--- src/rtl/fault_resp_map.svh ---
/*
 Command codes, field positions, reset values and timing figures for the
 current fault response controller. Definitions only.
*/
`ifndef FAULT_RESP_MAP_SVH
`define FAULT_RESP_MAP_SVH

`define CMD_OC_REACTION 8'he5
`define CMD_UC_REACTION 8'he6
`define REACTION_RESET 8'h80
`define RESP_MODE_HI 7
`define RESP_MODE_LO 6
`define RETRY_CNT_HI 5
`define RETRY_CNT_LO 3
`define RETRY_TIME_HI 2
`define RETRY_TIME_LO 0
`define MODE_RETRY 2'h2
`define MODE_RESUME 2'h3
`define RETRY_NONE 3'h0
`define RETRY_ENDLESS 3'h7
`define RETRY_UNIT_MS 35
`define CORE_CLK_KHZ 40000

`endif

--- src/rtl/fault_resp_pkg.sv ---
/*
 Types for the current fault response controller.
 Assumes fault_resp_map.svh for all numeric constants except the state codes set here.
*/
package fault_resp_pkg;
	typedef enum logic [2:0] {
		ST_OFF = 3'h0,
		ST_RUN = 3'h1,
		ST_DELAY = 3'h3,
		ST_LATCH = 3'h2,
		ST_RESUME = 3'h6
	} resp_state_e;
endpackage : fault_resp_pkg

--- src/rtl/current_fault_response_control.sv ---
/*
 Overcurrent / undercurrent fault response controller: two byte-wide
 reaction registers reached by command code, output enable sequencing with
 retry or resume, sticky status bits and the active-low alert line.
 Assumes a command decoder on i_core_clk presents one strobe per access, and
 asynchronous fault comparator levels on i_oc_fault / i_uc_fault.
*/
// Behaviour
// - Overcurrent reaction byte at command 0xE5, readable and writable.
// - Undercurrent reaction byte at command 0xE6, same layout as overcurrent.
// - Overcurrent response sets the overcurrent status bit.
// - Undercurrent response sets the undercurrent status bit.
// - Every response mode drives the alert line low and sets status.
// - Mode 10 disables output at once, then retries per retry count.
// - Mode 11 disables output, re-enables it once the fault is gone.
// - Retry mode attempts the number of restarts given by the count field.
// - Retry count 000 never restarts; output stays off until faults cleared or output commanded off and on again.
// - Retry count 111 retries forever until commanded off or another stop.
// - Delay between restarts is (retry time + 1) times 35 ms.
`timescale 1ns/100ps
`include "fault_resp_map.svh"
module current_fault_response_control
	import fault_resp_pkg::*;
#(
	parameter int RETRY_UNIT_CYCLES = `RETRY_UNIT_MS * `CORE_CLK_KHZ,
	parameter int TIMER_W = $clog2(8 * RETRY_UNIT_CYCLES + 1)
)(
	// Clock and reset
	input wire logic i_core_clk,
	input wire logic i_rst_n,
	// Command access
	input wire logic [7:0] i_cmd_code,
	input wire logic i_wr_stb,
	input wire logic [7:0] i_wr_data,
	input wire logic i_rd_stb,
	output logic [7:0] o_rd_data,
	output logic o_rd_valid,
	output logic o_cmd_nack,
	// Control
	input wire logic i_output_on,
	input wire logic i_clear_faults,
	// Fault comparators, asynchronous
	input wire logic i_oc_fault,
	input wire logic i_uc_fault,
	// Results
	output logic o_output_enable,
	output logic o_status_oc,
	output logic o_status_uc,
	output logic o_alert_line_n
);

	if (RETRY_UNIT_CYCLES < 1 || TIMER_W < $clog2(8 * RETRY_UNIT_CYCLES + 1))
	begin : g_bad_params
		$error("current_fault_response_control: bad timer parameters");
	end
	logic [7:0] oc_cfg_reg, uc_cfg_reg;
	logic [1:0] fault_filt;
	resp_state_e state_reg, state_next;
	logic [2:0] retries_left_reg;
	logic [TIMER_W-1:0] timer_reg;
	logic cause_uc_reg, retry_active_reg, out_en_reg, stat_oc_reg, stat_uc_reg, alert_n_reg;
	// Three-stage sync; filtered level moves only when stages two and three agree
	genvar g;
	generate
		for (g = 0; g < 2; g++)
		begin : g_sync
			logic s1_reg, s2_reg, s3_reg, filt_reg;
			always_ff @(posedge i_core_clk)
			begin
				if (!i_rst_n)
				begin
					s1_reg <= 1'b0;
					s2_reg <= 1'b0;
					s3_reg <= 1'b0;
					filt_reg <= 1'b0;
				end
				else
				begin
					s1_reg <= (g == 0) ? i_oc_fault : i_uc_fault;
					s2_reg <= s1_reg;
					s3_reg <= s2_reg;
					if (s2_reg == s3_reg)
						filt_reg <= s3_reg;
				end
			end
			assign fault_filt[g] = filt_reg;
		end
	endgenerate
	// Overcurrent wins when both trip together
	logic in_run, oc_event, uc_event, fault_event, restart;
	logic [7:0] sel_cfg;
	logic [1:0] sel_mode;
	logic [2:0] sel_count, eff_left;
	logic [TIMER_W-1:0] delay_load;
	assign in_run = (state_reg == ST_RUN) && i_output_on;
	assign oc_event = in_run && fault_filt[0];
	assign uc_event = in_run && fault_filt[1] && !fault_filt[0];
	assign fault_event = oc_event || uc_event;
	assign sel_cfg = oc_event ? oc_cfg_reg : uc_cfg_reg;
	assign sel_mode = sel_cfg[`RESP_MODE_HI:`RESP_MODE_LO];
	assign sel_count = sel_cfg[`RETRY_CNT_HI:`RETRY_CNT_LO];
	// Remaining attempts carry across restarts of one retry sequence
	assign eff_left = retry_active_reg ? retries_left_reg : sel_count;
	assign delay_load = TIMER_W'((32'(sel_cfg[`RETRY_TIME_HI:`RETRY_TIME_LO]) + 32'h1)
		* RETRY_UNIT_CYCLES);
	assign restart = (state_reg == ST_DELAY) && i_output_on && (timer_reg == TIMER_W'(1));
	// Command access
	always_ff @(posedge i_core_clk)
	begin
		if (!i_rst_n)
		begin
			oc_cfg_reg <= `REACTION_RESET;
			uc_cfg_reg <= `REACTION_RESET;
		end
		else if (i_wr_stb)
		begin
			if (i_cmd_code == `CMD_OC_REACTION)
				oc_cfg_reg <= i_wr_data;
			if (i_cmd_code == `CMD_UC_REACTION)
				uc_cfg_reg <= i_wr_data;
		end
	end
	logic code_known;
	assign code_known = (i_cmd_code == `CMD_OC_REACTION) || (i_cmd_code == `CMD_UC_REACTION);
	always_ff @(posedge i_core_clk)
	begin
		if (!i_rst_n)
		begin
			o_rd_data <= 8'h00;
			o_rd_valid <= 1'b0;
			o_cmd_nack <= 1'b0;
		end
		else
		begin
			o_rd_valid <= i_rd_stb && code_known;
			o_cmd_nack <= (i_rd_stb || i_wr_stb) && !code_known;
			if (i_rd_stb)
				o_rd_data <= (i_cmd_code == `CMD_OC_REACTION) ? oc_cfg_reg :
					(i_cmd_code == `CMD_UC_REACTION) ? uc_cfg_reg : 8'h00;
		end
	end
	// Output sequencing
	always_comb
	begin
		state_next = state_reg;
		case (state_reg)
			ST_OFF:
				if (i_output_on)
					state_next = ST_RUN;
			ST_RUN:
				if (!i_output_on)
					state_next = ST_OFF;
				else if (fault_event)
				begin
					if (sel_mode == `MODE_RETRY)
						state_next = (eff_left == `RETRY_NONE) ? ST_LATCH : ST_DELAY;
					else if (sel_mode == `MODE_RESUME)
						state_next = ST_RESUME;
					else
						state_next = ST_LATCH;
				end
			ST_DELAY:
				if (!i_output_on)
					state_next = ST_OFF;
				else if (restart)
					state_next = ST_RUN;
			ST_LATCH:
				if (!i_output_on)
					state_next = ST_OFF;
				else if (i_clear_faults)
					state_next = ST_RUN;
			ST_RESUME:
				if (!i_output_on)
					state_next = ST_OFF;
				else if (!fault_filt[cause_uc_reg])
					state_next = ST_RUN;
			default:
				state_next = ST_OFF;
		endcase
	end

	always_ff @(posedge i_core_clk)
	begin
		if (!i_rst_n)
		begin
			state_reg <= ST_OFF;
			out_en_reg <= 1'b0;
			cause_uc_reg <= 1'b0;
		end
		else
		begin
			state_reg <= state_next;
			out_en_reg <= (state_next == ST_RUN);
			if (fault_event)
				cause_uc_reg <= uc_event;
		end
	end
	// Retry bookkeeping; count 111 never decrements
	always_ff @(posedge i_core_clk)
	begin
		if (!i_rst_n)
		begin
			retry_active_reg <= 1'b0;
			retries_left_reg <= 3'h0;
		end
		else if (state_reg == ST_OFF || i_clear_faults)
			retry_active_reg <= 1'b0;
		else if (fault_event && sel_mode == `MODE_RETRY)
		begin
			retry_active_reg <= 1'b1;
			retries_left_reg <= eff_left;
		end
		else if (restart && retries_left_reg != `RETRY_ENDLESS)
			retries_left_reg <= retries_left_reg - 3'h1;
	end
	always_ff @(posedge i_core_clk)
	begin
		if (!i_rst_n)
			timer_reg <= '0;
		else if (fault_event)
			timer_reg <= delay_load;
		else if (state_reg == ST_DELAY && timer_reg != '0)
			timer_reg <= timer_reg - TIMER_W'(1);
	end
	// Sticky status: a new fault in the clearing cycle wins
	always_ff @(posedge i_core_clk)
	begin
		if (!i_rst_n)
		begin
			stat_oc_reg <= 1'b0;
			stat_uc_reg <= 1'b0;
			alert_n_reg <= 1'b1;
		end
		else
		begin
			stat_oc_reg <= oc_event || (stat_oc_reg && !i_clear_faults);
			stat_uc_reg <= uc_event || (stat_uc_reg && !i_clear_faults);
			alert_n_reg <= !(fault_event ||
				((stat_oc_reg || stat_uc_reg) && !i_clear_faults));
		end
	end
	assign o_output_enable = out_en_reg;
	assign o_status_oc = stat_oc_reg;
	assign o_status_uc = stat_uc_reg;
	assign o_alert_line_n = alert_n_reg;
endmodule : current_fault_response_control

--- config.mk ---
export PLATFORM = sky130hd
export DESIGN_NAME = current_fault_response_control
export DESIGN_NICKNAME = d
export VERILOG_FILES = /design/src/rtl/fault_resp_pkg.sv /design/src/rtl/current_fault_response_control.sv
export VERILOG_INCLUDE_DIRS = /design/src /design/src/rtl
export SDC_FILE = /design/constraint.sdc
export NUM_CORES = 1
export LEC_CHECK = 0
export ABC_AREA = 1
export ABC_CLOCK_PERIOD_IN_PS = 10300
export BUFFER_PORTS_ARGS = -buffer_cell sky130_fd_sc_hd__buf_2
export CORE_ASPECT_RATIO = 0.5
export CORE_MARGIN = 2
export CORE_UTILIZATION = 49
export CTS_BUF_LIST = sky130_fd_sc_hd__clkbuf_16
export DETAILED_ROUTE_END_ITERATION = 8
export GPL_TIMING_DRIVEN = 1
export PLACE_DENSITY = 0.75
export SLEW_MARGIN = 5
export SYNTH_ARGS = -nofsm -noshare
export SYNTH_HDL_FRONTEND = slang
export SYNTH_SLANG_ARGS = --single-unit
export TNS_END_PERCENT = 5
--- constraint.sdc ---
create_clock -name i_core_clk -period 10.3 [get_ports i_core_clk]
set_clock_uncertainty 0.05 [all_clocks]
set_input_delay 2.06 -clock i_core_clk [delete_from_list [all_inputs] [get_ports i_core_clk]]
set_output_delay 2.06 -clock i_core_clk [all_outputs]
set_load 0.02 [all_outputs]
==> flow_metrics.tcl, run 1 <==
set metrics [dict create \
    status "completed" \
    p_sw_share_pct 23.10 \
    r2r-end "timer_reg[20]" \
    grt_use_total_pct 22.07 \
    arrival_ps 5910 \
    cts_root_buf "clkbuf_16" \
    synth-warning-count 0 \
    die_x_um 137.0 \
    io_pins 38 \
    syn_to_final_growth_pct 12.64 \
    layoutNonFillerInstCount 772 \
    worst_setup_path_end_kind "flop" \
    post_cts_resized 0 \
    cts_tree "done" \
    fmax_ghz 0.1745 \
    wl_mm 9.926 \
    core_sq_um 8648 \
    cp-start-kind "primary input" \
    switching_power_mw 0.1417 \
    ctsHoldBuffers 0 \
    antenna_found_initial 0 \
    netlist_instances 618 \
    power.density_nw_per_um2 125.6 \
    max_cap_violations 0 \
    htreeDepth 3 \
    power_frac_clock_pct 50.4 \
    drtPass1Iterations 5 \
    rrSetupSlack_ps 6010 \
    hpwl_mm 7.154 \
    hold_path_class "flop to flop" \
    rows 24 \
    min_to "g_sync[0].s2_reg" \
    port_buffers 37 \
    worst_pin_slew_ps 792.3 \
    place_congestion 0.8873 \
    post-route-period-util_pct 55.64 \
    dieArea_sq_um 9664 \
    wl_per_cell_um 12.86 \
    p_seq_share_pct 45.0 \
    hold_depth 2 \
    async_flop_share_pct 0 \
    num-nets-final 702 \
    antenna_cells 0 \
    pwr-share-comb_pct 4.6 \
    numClockSinks 70 \
    p_int_mw 0.4718 \
    clk_pin_slew_ps 60 \
    hold_viol_final 0 \
    slew_violations 0 \
    fin_crit_ps 5730 \
    synth_edf_count 0 \
    regToRegStartpoint "state_reg[1]" \
    irDropWorstVdd_mv 0.1046 \
    vias 4062 \
    max-slew-margin-rel_pct 46.80 \
    grt_max_degree 46 \
    vias_per_cell 5.262 \
    cp.required_ps 10480 \
    post-cts-setup-buffers 0 \
    synth_fp_nets 670 \
    finalSetupViolations 0 \
    ant_nets 0 \
    critPathKind "primary input to flop" \
    die_h_um 70.52 \
    drive_gt1_share_pct 14.35 \
    synth_seq_area_share_pct 32.31 \
    cts_max_path_buffers 2 \
    grt_pass1_wl_mm 16.91 \
    grt-ovfl-total 0 \
    crit_fanout 15 \
    netlist_area_sq_um 4337 \
    grt_pass1_vias 3674 \
    leakagePower_nw 2.454 \
    start_util_pct 50.14 \
    place_ws_ps 4238 \
    drt_iter0_drc 236 \
    min-delay-start "g_sync[0].s1_reg" \
    yosys_most_used_dff "dfxtp_1" \
    reg2regPathDepth 23 \
    largest_reg_flops 24 \
    insertion_delay_ps 340 \
    rsz0062_at_grt "false" \
    drc 0 \
    yosysUniqueCellTypes 46 \
    worst_slack_ps 4570 \
    numCtsBuffers 9 \
    ys_seq_elements 70 \
    avgSynthCellArea_sq_um 7.017 \
    setup-tns-final_ps 0 \
    placedCellCount 756 \
]
power groups by stage:
stage / Clock, mW / Combinational [mW] / Sequential (mW)
2_1_floorplan: 0 / 0.0152 / 0.284
3_3_place_gp: 0 / 0.0278 / 0.282
3_5_place_dp: 0 / 0.0280 / 0.282
4_1_cts: 0.314 / 0.0282 / 0.276
5_1_grt: 0.325 / 0.0316 / 0.276
6_report: 0.309 / 0.0281 / 0.276
routing by layer:
layer  track usage [%]  part of all wire (%)
met5                 0                     0
met3             5.447                   4.9
met1             29.32                    48
met4             8.362                   2.4
met2             34.83                    45
cell usage in the layout (no fill, tap or decap), types with 2 or more instances in the layout:
master     netlist  final
nand2_4          3      3
ha_1            24     24
nand2_2          5      5
o21ai_1          4      4
nand3_1         32     32
a21oi_1         45     45
nor3b_1          4      4
nor2_4           6      6
or2_1            2      2
dfxtp_1         70     70
a221oi_1         5      5
nand3_2          3      3
nand4_1          6      6
clkinv_1         1      2
clkinv_4         0      2
fa_1             4      4
or2_2            2      2
nor2_1          62     62
nor2_2           7      7
nor3_1          11     11
buf_2            5     37
a211oi_1         2      2
xnor2_1          5      5
xor2_1           8      8
nand3b_1         5      5
inv_2            9      9
o21ai_2          2      2
clkbuf_16        0      9
inv_1           91     91
a31oi_1          4      4
nand2_1        109    109
o21ai_0         48     48
nor3_2           2      2
o221ai_1         8      8
o211ai_1         3      3
kinds of logic (layout without fill, tap and decap cells):
kind of cell,count (synthesis),count (layout),share of synthesized area (%)
fa+ha+maj,28,28,8.771
compound gates,126,126,16.56
simple gates,263,263,28.97
buf+inv,118,155,10.76
xor+xnor,13,13,2.626
flops,70,70,32.31
worst max-delay path by stage:
stage / from / to / slack, ps
floorplan: i_output_on / timer_reg[20] / 4840
global placement: i_output_on / timer_reg[20] / 4350
detailed placement: i_output_on / timer_reg[20] / 4240
CTS: i_output_on / timer_reg[20] / 4560
global route: i_output_on / timer_reg[20] / 4110
finish: i_output_on / timer_reg[20] / 4570
final cells by class:
cell class	instances	area [sq um]
fill	820	3764
multi-input combinational	430	2469
sequential	70	1401
inverter	102	385.4
clock buffer	9	225.2
timing repair buffer	37	185.2
tap	117	146.4
clock inverter	7	72.57
per-stage QoR:
| stage | utilization (%) | area, sq um | total power, mW | hold slack [ps] |
|---|---|---|---|---|
| 6_report | 56.48 | 4885 | 0.6135 | 366.6 |
| 4_1_cts | 56.48 | 4885 | 0.6186 | 364.7 |
| 2_1_floorplan | - | 4337 | 0.2995 | 340.5 |
| 3_5_place_dp | 53.04 | 4587 | 0.3099 | 351.0 |
| 5_1_grt | 56.48 | 4885 | 0.6326 | 389.3 |
| 3_3_place_gp | 53.04 | 4587 | 0.3097 | 352.9 |
critical path, cell delays in order:
cell	delay [ps]
buf_2	130
inv_2	90
nor2_4	40
nand3_4	180
nand2_1	90
nand2_2	120
clkinv_1	150
ha_1	240
xnor2_1	650
fa_1	310
inv_1	60
fa_1	370
inv_1	60
ha_1	260
a21oi_1	290
o21ai_0	120
a21oi_1	240
nand2_1	110
nand2_1	60
nand2_1	40
nand2_1	50
nand3_1	60
nand2_1	60
inv_1	50
synth_stat cells, types with 3 or more instances:
cell type / instances / area (sq um)
nand3_1: 32 / 160.2
a21oi_1: 45 / 225.2
buf_2: 5 / 25.02
xor2_1: 8 / 70.07
inv_2: 9 / 33.78
clkbuf_1: 8 / 30.03
a221oi_1: 5 / 43.79
dfxtp_1: 70 / 1401
nand2_1: 109 / 409.1
nor2_2: 7 / 43.79
nand2_4: 3 / 33.78
o221ai_1: 8 / 70.07
xnor2_1: 5 / 43.79
nand3b_1: 5 / 37.54
o211ai_1: 3 / 22.52
nor3_1: 11 / 55.05
nor2_1: 62 / 232.7
nand3_2: 3 / 30.03
o21ai_0: 48 / 240.2
o21ai_1: 4 / 20.02
a31oi_1: 4 / 25.02
nand2_2: 5 / 31.28
inv_1: 91 / 341.6
nor3b_1: 4 / 30.03
nand4_1: 6 / 37.54
nor2_4: 6 / 67.56
ha_1: 24 / 300.3
fa_1: 4 / 80.08
Note: power is estimated with default switching activity, not from simulation.
==> inputs of run 2 (changes only) <==
ABC_AREA = 0   (was 1)
ABC_CLOCK_PERIOD_IN_PS = 4900   (was 10300)
PLACE_DENSITY = 0.77   (was 0.75)
clock period = 4.9 ns   (was 10.3 ns; I/O delays follow)
==> flow_metrics.tcl, run 2 <==
set metrics [dict create \
    status "completed" \
    fillerInstances 727 \
    irDropWorstVdd_mv 0.1835 \
    grt_pass1_vias 3899 \
    antenna_cells 0 \
    slowest_delay_ps 500 \
    cts_max_path_buffers 2 \
    cts_root_buf "clkbuf_16" \
    pwr-share-comb_pct 4.3 \
    cp.required_ps 5090 \
    crit_fanout 6 \
    p_int_mw 1.092 \
    drive_gt1_share_pct 20.18 \
    numCtsBuffers 9 \
    placedCellCount 672 \
    async_flop_share_pct 0 \
    port_buffers 37 \
    insertion_delay_ps 340 \
    grt_max_degree 27 \
    place_ws_ps -195.0 \
    clk_pin_slew_ps 60 \
    synth_edf_count 0 \
    p_sw_share_pct 21.07 \
    fin_crit_ps 4656 \
    multi_input_area_sq_um 2769 \
    crit_chain "buf_2, nor4bb_2, buf_4, nand2_4, mux2i_1, inv_1, ha_1, xnor2_4, ha_1, inv_1, fa_1, inv_1, ha_1, a221oi_2, nor3_1, or3_1, a21boi_1, a2111oi_2" \
    ys_top_cells_by_count "70 x dfxtp_1, 45 x nor2_1, 43 x nand2_1, 32 x nand3_1, 30 x a21oi_1" \
    ys_seq_elements 70 \
    grt_pass1_wl_mm 18.57 \
    path_buf_inv 5 \
    die_h_um 70.38 \
    post-route-period-util_pct 95.01 \
    netlist_area_sq_um 4318 \
    syn_to_final_growth_pct 19.70 \
    worst_slack_ps 244.4 \
    grt_use_total_pct 24.50 \
    vias 4109 \
    hold_path_class "flop to flop" \
    final_cell_mix "70 x dfxtp_1, 44 x nor2_1, 42 x nand2_1, 37 x buf_2" \
    cpLargestDelayFamily "adder cells" \
    final_cell_area_sq_um 5169 \
    hold_viol_final 0 \
    yosysUniqueCellTypes 74 \
    rsz0062_at_grt "false" \
    final_common_cell "dfxtp_1" \
    max-slew-margin-rel_pct 41.87 \
    grt-ovfl-total 0 \
    arrival_ps 4850 \
    ctsHoldBuffers 0 \
    fmax_ghz 0.2148 \
    core_sq_um 8618 \
    cp-start-kind "primary input" \
    drt_iter0_drc 303 \
    synth-warning-count 0 \
    synthTopCellsByArea "dfxtp_1 32%, ha_1 7.0%, nor2_1 3.9%" \
    antenna_found_initial 0 \
    wl_mm 10.89 \
    switching_power_mw 0.2915 \
    layoutNonFillerInstCount 687 \
    largest_reg_flops 24 \
    ant_nets 0 \
    drtPass1Iterations 5 \
    synth_most_common_cell "dfxtp_1" \
    vias_per_cell 5.981 \
    cts_tree "done" \
    power_frac_clock_pct 53.7 \
    setup-tns-final_ps 0 \
    io_pins 38 \
    power.density_nw_per_um2 267.6 \
    max_cap_violations 0 \
    worst_pin_slew_ps 869.3 \
    critPathKind "primary input to flop" \
    rows 24 \
    synth_top_area_share_pct 32.45 \
    utilization_pct 59.97 \
    leakagePower_nw 2.141 \
    avgSynthCellArea_sq_um 8.384 \
    yosys_most_used_dff "dfxtp_1" \
    place_congestion 0.9250 \
    slew_violations 0 \
    htreeDepth 3 \
    finalSetupViolations 0 \
    start_util_pct 50.10 \
    worst_setup_path_end_kind "flop" \
    netlist_instances 515 \
    numClockSinks 70 \
    cp_slowest_cell "fa_1" \
    wl_per_cell_um 15.85 \
    synth_fp_nets 567 \
    die_x_um 136.8 \
    seqCellArea_sq_um 1401 \
    placed_area_sq_um 4810 \
    num-nets-final 618 \
    yosysTopAreaCell "dfxtp_1" \
    hpwl_mm 7.707 \
    drc 0 \
    p_seq_share_pct 42.0 \
    dieArea_sq_um 9625 \
    synth_seq_area_share_pct 32.45 \
]
run 2: changes by cell type in the layout (fill, tap and decap cells not counted), sizes merged, moves of 8 or more:
cell / delta
o21ai: -34
a211oi: +15
nand2: -74
inv: -78
nor2: -29
buf: +32
a21oi: -15
mux2i: +8
run 2: power by group through the flow:
stage | logic, mW | registers (mW) | clock network, mW
finish | 0.0596 | 0.581 | 0.743
global placement | 0.0578 | 0.593 | 0
global route | 0.0657 | 0.581 | 0.776
detailed placement | 0.0585 | 0.593 | 0
floorplan | 0.0309 | 0.597 | 0
CTS | 0.0590 | 0.581 | 0.754
run 2: repair_timing:
action | in CTS | in global routing
gates resized for setup | 0 | 6
buffers inserted | 0 | 0
setup endpoints to repair | 0 | 7
run 2: per-layer routing:
metal  global-route usage (%)  wire length, um  vias up
li1                         -                -     2009
met1                    32.19             4849     1951
met2                    39.28             5132      135
met3                    6.826              735       14
met4                    7.060              168        0
met5                        0                0        -
run 2: area by class of cell:
class                           count  area share, %
Timing Repair Buffer               69          8.230
Clock inverter                      6          2.154
Multi-Input combinational cell    392          53.57
Tap cell                          117          2.832
Sequential cell                    70          27.11
Clock buffer                        9          4.357
Inverter                           24          1.743
run 2: logic make-up (layout without fill, tap and decap cells):
| kind of cell | Yosys count | after routing | share of synthesized area (%) |
|---|---|---|---|
| DFF | 70 | 70 | 32.45 |
| and+or+nand+nor | 201 | 201 | 25.12 |
| adders and majority gates | 28 | 28 | 8.809 |
| buffers and inverters | 53 | 108 | 5.042 |
| xor gates and xnor gates | 22 | 22 | 4.463 |
| muxes | 8 | 8 | 1.855 |
| AOI/OAI and AO/OA | 133 | 133 | 22.25 |
run 2: final timing paths:
kind              cells past startpoint              from  slack [ps]               end
setup / recovery                     18       i_output_on         240     timer_reg[21]
setup reg to reg                     17      state_reg[0]         380     timer_reg[21]
hold reg to reg                       1  g_sync[0].s1_reg         390  g_sync[0].s2_reg
hold / removal                        1  g_sync[0].s1_reg         390  g_sync[0].s2_reg
run 2: metrics by stage:
stage | power [mW] | hold slack, ps
global route | 1.423 | 405.6
finish | 1.383 | 391.0
global placement | 0.6507 | 366.6
detailed placement | 0.6516 | 379.3
floorplan | 0.6276 | 361.9
CTS | 1.394 | 396.0
